## config.mk

```make
export PLATFORM = sky130hd
export DESIGN_NAME = hwtd_core
export DESIGN_NICKNAME = d
export VERILOG_FILES = /design/src/hw/hwtd_pkg.sv /design/src/hw/hwtd_core.sv
export SDC_FILE = /design/constraint.sdc
export NUM_CORES = 1
export LEC_CHECK = 0
export BUFFER_PORTS_ARGS = -buffer_cell sky130_fd_sc_hd__buf_4
export CAP_MARGIN = 20
export CELL_PAD_IN_SITES_DETAIL_PLACEMENT = 0
export CELL_PAD_IN_SITES_GLOBAL_PLACEMENT = 1
export CORE_MARGIN = 4
export CORE_UTILIZATION = 45
export CTS_CLUSTER_DIAMETER = 80
export DETAILED_ROUTE_END_ITERATION = 12
export GPL_ROUTABILITY_DRIVEN = 0
export PLACE_DENSITY = 0.86
export SLEW_MARGIN = 20
export SYNTH_ARGS = -nofsm -noshare
export SYNTH_HDL_FRONTEND = slang
export SYNTH_SLANG_ARGS = --single-unit
export TNS_END_PERCENT = 20
```

## constraint.sdc

```tcl
create_clock -name sys_clk -period 2.9 [get_ports sys_clk]
set_input_delay 0.87 -clock sys_clk [delete_from_list [all_inputs] [get_ports sys_clk]]
set_output_delay 0.87 -clock sys_clk [all_outputs]
set_load 0.02 [all_outputs]
```

## src/hw/hwtd_pkg.sv

```systemverilog
// package: register map, field layout and types of the wake threshold block
//------------------------------------------------------------------------
//------------------------------------------------------------------------
package hwtd_pkg;

    localparam int DW = 8;
    localparam int AW = 5;
    localparam int VW = 12;
    localparam int NCH = 3;
    localparam int NTHR = 9;

    // register offsets
    localparam logic [AW-1:0] ADDR_X_HI = 5'h00;
    localparam logic [AW-1:0] ADDR_Y_HI = 5'h01;
    localparam logic [AW-1:0] ADDR_Z_HI = 5'h02;
    localparam logic [AW-1:0] ADDR_T_HI = 5'h03;
    localparam logic [AW-1:0] ADDR_NIB_XY = 5'h04;
    localparam logic [AW-1:0] ADDR_NIB_ZT = 5'h05;
    localparam logic [AW-1:0] ADDR_DIAG = 5'h06;
    localparam logic [AW-1:0] ADDR_THR_FIRST = 5'h07;
    localparam logic [AW-1:0] ADDR_THR_LAST = 5'h0F;
    localparam logic [AW-1:0] ADDR_CFG = 5'h10;
    localparam logic [AW-1:0] ADDR_MODE = 5'h11;
    localparam logic [AW-1:0] ADDR_BUS_ADR = 5'h12;
    localparam logic [AW-1:0] ADDR_IRQ_STAT = 5'h13;
    localparam logic [AW-1:0] ADDR_IRQ_MASK = 5'h14;

    // threshold register index inside the threshold block
    localparam int TI_XL = 0;
    localparam int TI_XH = 1;
    localparam int TI_YL = 2;
    localparam int TI_YH = 3;
    localparam int TI_ZL = 4;
    localparam int TI_ZH = 5;
    localparam int TI_XS = 6;
    localparam int TI_YS = 7;
    localparam int TI_ZS = 8;

    // low threshold bits in the shared registers
    localparam int SH_HI_MSB = 5;
    localparam int SH_HI_LSB = 3;
    localparam int SH_LO_MSB = 2;
    localparam int SH_LO_LSB = 0;
    localparam int SH_ANG_LO_MSB = 3;
    localparam int SH_ANG_LO_LSB = 1;

    // config and mode register fields
    localparam int CFG_WAKE = 0;
    localparam int CFG_PAR = 7;
    localparam int MODE_TEMP_DIS = 0;
    localparam int MODE_ANG = 1;
    localparam int MODE_TST_LSB = 2;
    localparam int MODE_PH_LSB = 4;
    localparam int MODE_PAR = 7;

    // diagnostic register fields
    localparam int DIAG_BUS_PAR = 7;
    localparam int DIAG_CFG_ERR = 6;
    localparam int DIAG_MODE_ERR = 5;
    localparam int DIAG_TEST = 4;
    localparam int DIAG_SUPPLY = 3;
    localparam int DIAG_DONE = 2;
    localparam int FRMW = 2;
    localparam int ADRW = 2;

    // interrupt status bits
    localparam int IRQW = 3;
    localparam int IRQ_WAKE = 0;
    localparam int IRQ_CONV = 1;
    localparam int IRQ_PERR = 2;

    // reset values give odd parity over all-zero contents
    localparam logic [DW-1:0] CFG_RST = 8'h80;
    localparam logic [DW-1:0] MODE_RST = 8'h80;
    localparam logic [DW-1:0] THR_RST = 8'h00;
    localparam logic [VW-1:0] SAT_BASE = 12'hFF0;
    localparam logic [1:0] STRAP_SETTLE = 2'h3;

    typedef enum logic [1:0] {
        HWTD_TST_NONE,
        HWTD_TST_VHALL,
        HWTD_TST_SPIN,
        HWTD_TST_SAT
    } hwtd_test_t;

    typedef struct packed {
        logic [VW-1:0] x;
        logic [VW-1:0] y;
        logic [VW-1:0] z;
        logic [VW-1:0] t;
    } hwtd_sample_t;

endpackage

```

## src/hw/hwtd_core.sv

```systemverilog
// module: wake threshold compare, diagnostics and register file
//
// Strobed register access and the register addresses were left to the implementer.
`timescale 1ns/1ps
module hwtd_core
    import hwtd_pkg::*;
(
    // clock and reset
    input wire logic sys_clk,
    input wire logic nrst,
    // register port
    input wire logic [AW-1:0] addr,
    input wire logic [DW-1:0] wdata,
    input wire logic wr,
    input wire logic rd,
    output logic [DW-1:0] rdata,
    // front end, asynchronous to sys_clk
    input wire logic convClk,
    input wire hwtd_sample_t sampleIn,
    input wire logic supplyOkIn,
    input wire logic [ADRW-1:0] addrStrap,
    // front end control
    output logic [1:0] afeTestSel,
    output logic [1:0] afePhase,
    output logic afeVoltTest,
    // events
    output logic wakePulse,
    output logic irq
);

    //--------------------------------------------------------------------
    // input synchronisers
    //--------------------------------------------------------------------
    logic linkSync1, linkSync2, linkPrev;
    logic supSync1, supSync2;
    hwtd_sample_t smpSync1, smpSync2;
    logic [ADRW-1:0] strapSync1, strapSync2;
    logic convStart, convEnd, convEndD1;

    // two stages before any logic reads a pin
    always_ff @(posedge sys_clk or negedge nrst)
    begin
        if (!nrst)
        begin
            linkSync1 <= 1'b0;
            linkSync2 <= 1'b0;
            linkPrev <= 1'b0;
            supSync1 <= 1'b0;
            supSync2 <= 1'b0;
            smpSync1 <= '0;
            smpSync2 <= '0;
            strapSync1 <= '0;
            strapSync2 <= '0;
        end
        else
        begin
            linkSync1 <= convClk;
            linkSync2 <= linkSync1;
            linkPrev <= linkSync2;
            supSync1 <= supplyOkIn;
            supSync2 <= supSync1;
            smpSync1 <= sampleIn;
            smpSync2 <= smpSync1;
            strapSync1 <= addrStrap;
            strapSync2 <= strapSync1;
        end
    end

    // high phase of the link clock is the conversion in progress
    assign convStart = linkSync2 & ~linkPrev;
    assign convEnd = ~linkSync2 & linkPrev;

    //--------------------------------------------------------------------
    // software registers
    //--------------------------------------------------------------------
    logic [DW-1:0] thrReg [0:NTHR-1];
    logic [DW-1:0] cfgReg;
    logic [DW-1:0] modeReg;
    logic [IRQW-1:0] irqStat;
    logic [IRQW-1:0] irqMask;
    logic wakeArmed;
    logic thrHit;
    logic [3:0] thrIdx;

    assign thrHit = wr && (addr >= ADDR_THR_FIRST) && (addr <= ADDR_THR_LAST);
    assign thrIdx = 4'(addr - ADDR_THR_FIRST);

    // threshold registers keep bits 11..1; bit 0 is added at compare
    always_ff @(posedge sys_clk or negedge nrst)
    begin
        if (!nrst)
        begin
            for (int i = 0; i < NTHR; i++)
                thrReg[i] <= THR_RST;
        end
        else if (thrHit)
        begin
            thrReg[thrIdx] <= wdata;
        end
    end

    // only a write that changes a threshold arms the wake logic
    always_ff @(posedge sys_clk or negedge nrst)
    begin
        if (!nrst)
            wakeArmed <= 1'b0;
        else if (thrHit && (wdata != thrReg[thrIdx]))
            wakeArmed <= 1'b1;
    end

    // config and mode registers
    always_ff @(posedge sys_clk or negedge nrst)
    begin
        if (!nrst)
        begin
            cfgReg <= CFG_RST;
            modeReg <= MODE_RST;
            irqMask <= '0;
        end
        else if (wr)
        begin
            if (addr == ADDR_CFG)
                cfgReg <= wdata;
            if (addr == ADDR_MODE)
                modeReg <= wdata;
            if (addr == ADDR_IRQ_MASK)
                irqMask <= wdata[IRQW-1:0];
        end
    end

    //--------------------------------------------------------------------
    // test selection
    //--------------------------------------------------------------------
    hwtd_test_t testSel;
    logic [1:0] phaseSel;
    logic testActive;
    logic angular;

    // a test runs only while software selects one
    assign testSel = hwtd_test_t'(modeReg[MODE_TST_LSB +: 2]);
    assign phaseSel = modeReg[MODE_PH_LSB +: 2];
    assign testActive = (testSel != HWTD_TST_NONE);
    assign angular = modeReg[MODE_ANG] & modeReg[MODE_TEMP_DIS];

    // front end steering, registered so the pins never glitch
    always_ff @(posedge sys_clk or negedge nrst)
    begin
        if (!nrst)
        begin
            afeTestSel <= 2'h0;
            afePhase <= 2'h0;
            afeVoltTest <= 1'b0;
        end
        else
        begin
            afeTestSel <= testSel;
            afePhase <= phaseSel;
            afeVoltTest <= (testSel == HWTD_TST_VHALL);
        end
    end

    //--------------------------------------------------------------------
    // conversion results and status flags
    //--------------------------------------------------------------------
    hwtd_sample_t data;
    logic supplyOk;
    logic convDone;
    logic [FRMW-1:0] frameCnt;

    // results latch at the end of a conversion; sat test loads a pattern
    always_ff @(posedge sys_clk or negedge nrst)
    begin
        if (!nrst)
            data <= '0;
        else if (convEnd)
        begin
            case (testSel)
                HWTD_TST_SAT:
                begin
                    data.x <= SAT_BASE | VW'(phaseSel);
                    data.y <= SAT_BASE | VW'(phaseSel);
                    data.z <= SAT_BASE | VW'(phaseSel);
                    data.t <= SAT_BASE | VW'(phaseSel);
                end
                HWTD_TST_VHALL, HWTD_TST_SPIN:
                    data <= smpSync2;
                default:
                begin
                    data.x <= smpSync2.x;
                    data.y <= smpSync2.y;
                    data.z <= smpSync2.z;
                    // a disabled temperature channel keeps its last value
                    if (!modeReg[MODE_TEMP_DIS])
                        data.t <= smpSync2.t;
                end
            endcase
        end
    end

    // done clears at start, sets at end; supply sampled over the run
    always_ff @(posedge sys_clk or negedge nrst)
    begin
        if (!nrst)
        begin
            convDone <= 1'b0;
            supplyOk <= 1'b0;
        end
        else if (convStart)
        begin
            convDone <= 1'b0;
            supplyOk <= supSync2;
        end
        else if (convEnd)
        begin
            convDone <= 1'b1;
            supplyOk <= supplyOk & supSync2;
        end
        else if (linkSync2)
        begin
            supplyOk <= supplyOk & supSync2;
        end
    end

    // frame counter wraps at its field width
    always_ff @(posedge sys_clk or negedge nrst)
    begin
        if (!nrst)
            frameCnt <= '0;
        else if (convEnd)
            frameCnt <= frameCnt + 1'b1;
    end

    //--------------------------------------------------------------------
    // bus address readback
    //--------------------------------------------------------------------
    logic [ADRW-1:0] busAddr;
    logic [1:0] strapCnt;

    // strap caught once the synchroniser has settled after reset
    always_ff @(posedge sys_clk or negedge nrst)
    begin
        if (!nrst)
        begin
            strapCnt <= 2'h0;
            busAddr <= '0;
        end
        else if (strapCnt != STRAP_SETTLE)
        begin
            strapCnt <= strapCnt + 1'b1;
            busAddr <= strapSync2;
        end
    end

    //--------------------------------------------------------------------
    // parity
    //--------------------------------------------------------------------
    logic modeParErr, cfgParErr, busPar;
    logic [DW-1:0] thrXor;

    always_comb
    begin
        thrXor = cfgReg;
        for (int i = 0; i < NTHR; i++)
            thrXor = thrXor ^ thrReg[i];
    end

    // odd parity: the stored parity bits make the xor one
    assign modeParErr = ~(^modeReg);
    assign cfgParErr = ~(^thrXor);
    assign busPar = ~(^{data, frameCnt});

    //--------------------------------------------------------------------
    // wake threshold compare
    //--------------------------------------------------------------------
    logic [VW-1:0] chVal [0:NCH-1];
    logic [VW-1:0] chLo [0:NCH-1];
    logic [VW-1:0] chHi [0:NCH-1];
    logic [NCH-1:0] outside;
    logic wakeActive;

    // bit 0 of each threshold forced to zero
    assign chLo[0] = {thrReg[TI_XL], thrReg[TI_XS][SH_LO_MSB:SH_LO_LSB], 1'b0};
    assign chHi[0] = {thrReg[TI_XH], thrReg[TI_XS][SH_HI_MSB:SH_HI_LSB], 1'b0};
    assign chLo[2] = {thrReg[TI_ZL], thrReg[TI_ZS][SH_LO_MSB:SH_LO_LSB], 1'b0};
    assign chHi[2] = {thrReg[TI_ZH], thrReg[TI_ZS][SH_HI_MSB:SH_HI_LSB], 1'b0};

    // angular mode borrows the axis3 registers for axis2
    assign chLo[1] = angular ?
        {thrReg[TI_ZL], thrReg[TI_ZS][SH_ANG_LO_MSB:SH_ANG_LO_LSB], 1'b0} :
        {thrReg[TI_YL], thrReg[TI_YS][SH_LO_MSB:SH_LO_LSB], 1'b0};
    assign chHi[1] = angular ?
        {thrReg[TI_ZH], thrReg[TI_ZS][SH_HI_MSB:SH_HI_LSB], 1'b0} :
        {thrReg[TI_YH], thrReg[TI_YS][SH_HI_MSB:SH_HI_LSB], 1'b0};

    assign chVal[0] = data.x;
    assign chVal[1] = data.y;
    assign chVal[2] = data.z;

    // inside the window, bounds included, no event is raised
    genvar gc;
    generate
        for (gc = 0; gc < NCH; gc++)
        begin : g_win
            assign outside[gc] = (chVal[gc] > chHi[gc]) || (chVal[gc] < chLo[gc]);
        end
    endgenerate

    // wrong window order is the host's fault and gives constant events
    assign wakeActive = cfgReg[CFG_WAKE] & wakeArmed;

    // compare one cycle after the results have latched
    always_ff @(posedge sys_clk or negedge nrst)
    begin
        if (!nrst)
        begin
            convEndD1 <= 1'b0;
            wakePulse <= 1'b0;
        end
        else
        begin
            convEndD1 <= convEnd;
            wakePulse <= convEndD1 & wakeActive & (|outside);
        end
    end

    //--------------------------------------------------------------------
    // interrupt status
    //--------------------------------------------------------------------
    logic [IRQW-1:0] irqSet, irqClr;
    logic parErrPrev;

    assign irqSet[IRQ_WAKE] = wakePulse;
    assign irqSet[IRQ_CONV] = convEndD1;
    assign irqSet[IRQ_PERR] = (modeParErr | cfgParErr) & ~parErrPrev;
    assign irqClr = (wr && addr == ADDR_IRQ_STAT) ? wdata[IRQW-1:0] : '0;

    // a set in the clearing cycle survives
    always_ff @(posedge sys_clk or negedge nrst)
    begin
        if (!nrst)
        begin
            irqStat <= '0;
            parErrPrev <= 1'b0;
            irq <= 1'b0;
        end
        else
        begin
            irqStat <= (irqStat & ~irqClr) | irqSet;
            parErrPrev <= modeParErr | cfgParErr;
            irq <= |(irqStat & irqMask);
        end
    end

    //--------------------------------------------------------------------
    // read port
    //--------------------------------------------------------------------
    logic [DW-1:0] next_rdata;
    logic [DW-1:0] diag;

    always_comb
    begin
        diag = '0;
        diag[DIAG_BUS_PAR] = busPar;
        diag[DIAG_CFG_ERR] = cfgParErr;
        diag[DIAG_MODE_ERR] = modeParErr;
        diag[DIAG_TEST] = testActive;
        diag[DIAG_SUPPLY] = supplyOk;
        diag[DIAG_DONE] = convDone;
        diag[FRMW-1:0] = frameCnt;
    end

    // unmapped offsets read as zero
    always_comb
    begin
        next_rdata = '0;
        if (addr >= ADDR_THR_FIRST && addr <= ADDR_THR_LAST)
            next_rdata = thrReg[thrIdx];
        else
        begin
            case (addr)
                ADDR_X_HI: next_rdata = data.x[VW-1:4];
                ADDR_Y_HI: next_rdata = data.y[VW-1:4];
                ADDR_Z_HI: next_rdata = data.z[VW-1:4];
                ADDR_T_HI: next_rdata = data.t[VW-1:4];
                ADDR_NIB_XY: next_rdata = {data.x[3:0], data.y[3:0]};
                ADDR_NIB_ZT: next_rdata = {data.z[3:0], data.t[3:2], 2'h0};
                ADDR_DIAG: next_rdata = diag;
                ADDR_CFG: next_rdata = cfgReg;
                ADDR_MODE: next_rdata = modeReg;
                ADDR_BUS_ADR: next_rdata = {{(DW-ADRW){1'b0}}, busAddr};
                ADDR_IRQ_STAT: next_rdata = {{(DW-IRQW){1'b0}}, irqStat};
                ADDR_IRQ_MASK: next_rdata = {{(DW-IRQW){1'b0}}, irqMask};
                default: next_rdata = '0;
            endcase
        end
    end

    // data valid only in the cycle after the read strobe
    always_ff @(posedge sys_clk or negedge nrst)
    begin
        if (!nrst)
            rdata <= '0;
        else if (rd)
            rdata <= next_rdata;
        else
            rdata <= '0;
    end

endmodule // hwtd_core

```

# After elaboration in Yosys (flattened, before gate mapping)
# Cells that the tools add are included.
# W data, S select, Z words.
# word_totals
regBits,273
in_bits,69
out_inout_bits,15
word_cells,147
# op_classes
add_sub_neg,3
magnitude_cmp,10
n_eq_ne,17
n_mux,19
bitwise,29
n_reduce_logical,23
# op_table
operator,n
$pmux W48 S2,1
$pmux W8 S12,1
$bwmux W72,1
$xor A8 B8 Y8,9
$reduce_xor A50 Y1,1
$mux W8,5
$gt A12 B12 Y1,3
$lt A12 B12 Y1,3
$mux W12,3
$bmux W8 S4,1
$demux W8 S4,1
$eq A5 B5 Y1 const B,5
$reduce_xor A8 Y1,2
$eq A5 B3 Y1 const B,3
$eq A5 B2 Y1 const B,2
$and A1 B1 Y1,8
$ne A8 B8 Y1,1
$reduce_and A2 Y1,4
$and A3 B3 Y3,2
$logic_and A1 B1 Y1,6
$not A1 Y1,6
$reduce_or A3 Y1,2
$eq A5 B1 Y1 const B,1
$ge A5 B3 Y1 const B,1
other kinds (20),29

# Depth between registers and ports, before layout
# logic_depth
depth_word,14
mapped_depth,13
mapped_depth_nobuf,11

# Worst setup path after synthesis
# Ideal clock, no wire load.
# synth_path
kind,input to register
startpoint,input addr[0]
endpoint,register wakeArmed
setup_ps,120
t_arrival_ps,3221
t_required_ps,2780
setup_slack_ps,-441
cell_stages,12
path_buffers,4
cell_sequence,buf_6 > buf_4 > inv_1 > ha_1 > buf_2 > buf_2 > mux4_2 > a2bb2oi_1 > xor2_1 > nor4_1 > nand2_1 > a31o_1
# synth_via
elab_chain_cells,7
word_cells_on_any_way,11
classes_between,add/sub: 1; order compare: 2; eq/ne: 1; mux: 3; bitwise: 1; reduce/logical: 3
# synth_rtl
item,line_no,source
from (decl),hwtd_core.sv:12,"input wire logic [AW-1:0] addr,"
$sub A4 B3 Y4,hwtd_core.sv:86,assign thrIdx = 4'(addr - ADDR_THR_FIRST);
$not A4 Y5 (not written as such),hwtd_core.sv:107,else if (thrHit && (wdata != thrReg[thrIdx]))
$bmux W8 S4,hwtd_core.sv:107,
$mux W8 (not written as such) (2 in series),hwtd_core.sv:107,
$ne A8 B8 Y1,hwtd_core.sv:107,
$logic_and A1 B1 Y1 (*),hwtd_core.sv:107,
to (signal assigned),hwtd_core.sv:106,wakeArmed <= 1'b0;
to (signal assigned),hwtd_core.sv:108,wakeArmed <= 1'b1;
to (decl),hwtd_core.sv:81,logic wakeArmed;
# Every way passes the cells marked *; elsewhere a longest branch is shown, timed or not. The select of a mux whose other input is x is not followed.
# A chain may end at the register's enable or synchronous reset.

# Worst setup path in the final report
# layout_path
startpoint,register modeReg[0]
endpoint,register wakePulse
# layout_via
elab_chain_cells,6
word_cells_on_any_way,8
classes_between,order compare: 2; mux: 2; bitwise: 2; reduce/logical: 2
# layout_rtl
item,line_no,source
from (decl),hwtd_core.sv:78,logic [DW-1:0] modeReg;
from (signal assigned),hwtd_core.sv:125,modeReg <= wdata;
$and A1 B1 Y1 (*),hwtd_core.sv:143,assign angular = modeReg[MODE_ANG] & modeReg[MODE_TEMP_DIS];
$mux W12 (on tied branches),"hwtd_core.sv:291, hwtd_core.sv:288",
$gt A12 B12 Y1 / $lt A12 B12 Y1 (equally long branches),hwtd_core.sv:304,assign outside[gc] = (chVal[gc] > chHi[gc]) || (chVal[gc] < chLo[gc]);
$logic_or A1 B1 Y1 (*),hwtd_core.sv:304,
$reduce_or A3 Y1 (*),hwtd_core.sv:322,wakePulse <= convEndD1 & wakeActive & (|outside);
$and A1 B1 Y1 (*),hwtd_core.sv:322,
to (signal assigned),hwtd_core.sv:322,
to (decl),hwtd_core.sv:27,"output logic wakePulse,"
# Every way passes the cells marked *; elsewhere a longest branch is shown, timed or not.

==> results.toml <==
[run]
drv_cap = 0

[grt]
grt_util_met1 = 0.336
grt_pass1_vias = 9632
grt_util_met2 = 0.346
antenna_found_initial = 0
global_route.usage.met3 = 0.0457
grt_pass1_wl_mm = 57.9
globalRoute.totalOverflow = 0
grt_most_used_layer = "met2"
grt_max_degree = 79
grt_usage = 0.230

[sta]
fin_tns_setup_ns = 0
fmax_mhz = 364
slew_headroom = 0.530
layout_setup_ws_ns = 0.153
fin_skew_ns = 0.0294
setup_viol = 0
period_minus_slack_ns = 2.75
finalMaxSlewViolations = 0
hold_viol = 0
period_share = 0.947
hold_slack_ns = 0.283
worst_slew_pin_slew_ns = 0.698

[floorplanning]
dieArea_sq_um = 32300
core_area_sq_um = 28900
start_util = 0.459
die_x_um = 180
fp-row-count = 62
pin_count = 84
die_height_um = 180

[clock_network]
clk_pin_slew_worst_paths_ns = 0.07
post_cts_buffers = 0
cts-root-buf = "clkbuf_16"
cts_tree = "done"
htreeDepth = 1
ctsHoldBuffers = 0
ctsLongestPathBuffers = 3
cts_sinks = 273
cts_inserted_buffers = 28
clk_latency_ns = 0.57

[finish]
nNetsFinal = 1412
fillers = 2449
final_common_cell = "dfrtp_1"
drive_gt1_frac = 0.226
fin_util = 0.548
final_cell_mix = "271 x dfrtp_1, 144 x buf_4, 122 x xnor2_1, 76 x nor2_1, 74 x ha_1"
postLayoutCellArea_sq_um = 15800
layout.cells.non_filler = 1673
area_growth_pct = 19.3

[setup_path]
path_max_fanout = 16
end_kind = "flop"
r2r_slack_ns = 0.15
critPathKind = "flop to flop"
crit_arrival_ns = 3.11
critPathLaunchType = "flop"
required_ns = 3.27

[placed_design]
port_buffers = 83
place_area_sq_um = 14700
hpwl_mm = 28.0
place_ws_ns = -0.192
placedCellCount = 1621

[yosys]
synth_seq_area_share = 0.516
async_flop_share = 1.00
yosys.area_share.simple = 0.0748
synth_mux_area_frac = 0.0995
synth_top_family_by_area = "compound AO/OA/AOI/OAI gates"
synth_compound_area_frac = 0.104
avgSynthCellArea_sq_um = 11.7
synth_xor_area_frac = 0.0993
synth_cell_types = 58
yosys_warnings = 0
synth_flop_cell = "dfrtp_1"
synth_seq_cells = 273
syn_area_sq_um = 13300
synthCells = 1136
synth-adder-area-share = 0.0718
synth-edff-count = 0
syn_nets = 1281

[power]
p_switching_mw = 4.93
p_per_area_nw_per_um2 = 912
power_frac_seq = 0.365
total_power_mw = 14.4
peakVddDrop_mv = 0.881
comb_power_share = 0.358
intPower_mw = 9.47
switching_share = 0.342
leakage_nw = 6.97
clkPwrFrac = 0.277

[routing]
antenna_left = 0
vias = 9502
viasPerCell = 5.68
dr.pass1.iters = 5
drt_iter0_drc = 1108
routedWlPerCell_um = 22.7
routed_wl_mm = 37.9
drc_errors = 0

[worst_hold_path]
min-delay-path-class = "primary input to async pin"

[outcome]
status = "finished clean"
[cells by family (layout without fill, tap and decap cells)]
group / after synthesis / after routing
DFF: 273 / 273
AOI/OAI and AO/OA: 216 / 216
and+or+nand+nor: 207 / 207
xor gates and xnor gates: 147 / 147
buffers and inverters: 113 / 265
muxes: 104 / 104
adders and majority gates: 76 / 76
other: 0 / 1
[power by group through the flow]
stage               registers (mW)  logic [mW]  clock network [mW]
detailed placement            5.27        5.08                   0
global placement              5.27        4.96                   0
global route                  5.28        5.62                4.22
floorplan                     4.93        4.10                   0
CTS                           5.21        5.12                4.05
finish                        5.25        5.16                4.00
[registers in the layout, summed over array words and instances, names as in the netlist, 3 cells and up]
register  flops
chVal        36
chLo         22
thrReg       28
irqStat       3
data         12
modeReg       8
smpSync2     48
chHi         22
irqMask       3
rdata         8
smpSync1     48
cfgReg        8
[layer usage]
layer	vias to the layer above	share of wire
met2	500	0.44
met5	-	0
met1	4704	0.42
met4	0	0.041
li1	4218	-
met3	80	0.10
[final cells by class]
cell class	count	area, sq um	share of cell area
flip-flops and latches	273	6830	0.432
multi-input cells	750	5980	0.378
repair buffers	151	1220	0.0770
clock buffers	37	785	0.0496
well taps	384	480	0.0304
clock inverters	14	264	0.0167
inverters	63	241	0.0153
diodes	1	2.50	0.000158
[path summary, 6_finish.rpt]
path | from | end | cells past startpoint
max | modeReg[0] | wakePulse | 12
min | nrst | smpSync1[46] | 1
max reg2reg | modeReg[0] | wakePulse | 12
min reg2reg | smpSync1[7] | smpSync2[7] | 0
max in group asynchronous | nrst | modeReg[7] | 2
min in group sys_clk | smpSync1[7] | smpSync2[7] | 0
[synthesized netlist by cell type, drive strengths merged, types with 2 or more instances]
cell | number | share of area
mux2 | 59 | 0.050
and2 | 4 | 0.0019
a22oi | 17 | 0.0096
a222oi | 6 | 0.0045
o21a | 5 | 0.0028
ha | 76 | 0.072
nand4 | 17 | 0.0080
buf | 21 | 0.0089
mux4 | 16 | 0.027
nor2b | 8 | 0.0038
inv | 63 | 0.018
and3 | 6 | 0.0028
dfrtp | 271 | 0.51
nand3b | 7 | 0.0040
a211oi | 4 | 0.0026
a2bb2oi | 8 | 0.0053
a21o | 15 | 0.0085
a311oi | 3 | 0.0020
clkbuf | 29 | 0.0085
nand2b | 3 | 0.0014
a31oi | 2 | 0.00094
xor2 | 22 | 0.015
and4b | 2 | 0.0015
nand2 | 63 | 0.018
xnor2 | 124 | 0.083
nor4 | 4 | 0.0024
nand3 | 5 | 0.0028
a221oi | 9 | 0.0059
o211ai | 3 | 0.0017
o22a | 9 | 0.0059
a21oi | 51 | 0.019
mux2i | 29 | 0.022
nor3 | 7 | 0.0042
o21ai | 74 | 0.028
dfstp | 2 | 0.0040
a22o | 5 | 0.0033
nor2 | 78 | 0.022
[critical path, stage by stage (launching register included)]
cell      delay, ns
dfrtp_1        0.38
ha_1           0.23
buf_12         0.16
buf_4          0.15
mux2i_1        0.18
ha_1           0.28
a21o_1         0.16
a21oi_1        0.19
o221ai_1       0.13
o21ai_1        0.17
o211ai_1       0.12
a21oi_1        0.19
a41oi_2        0.20
[timing repair]
action | 4_1_cts | 5_1_grt
resized for setup | 0 | 2
endpoints found under the setup margin | 0 | 1
endpoints found under the hold margin | 0 | 0
(Power assumes the default switching activity.)
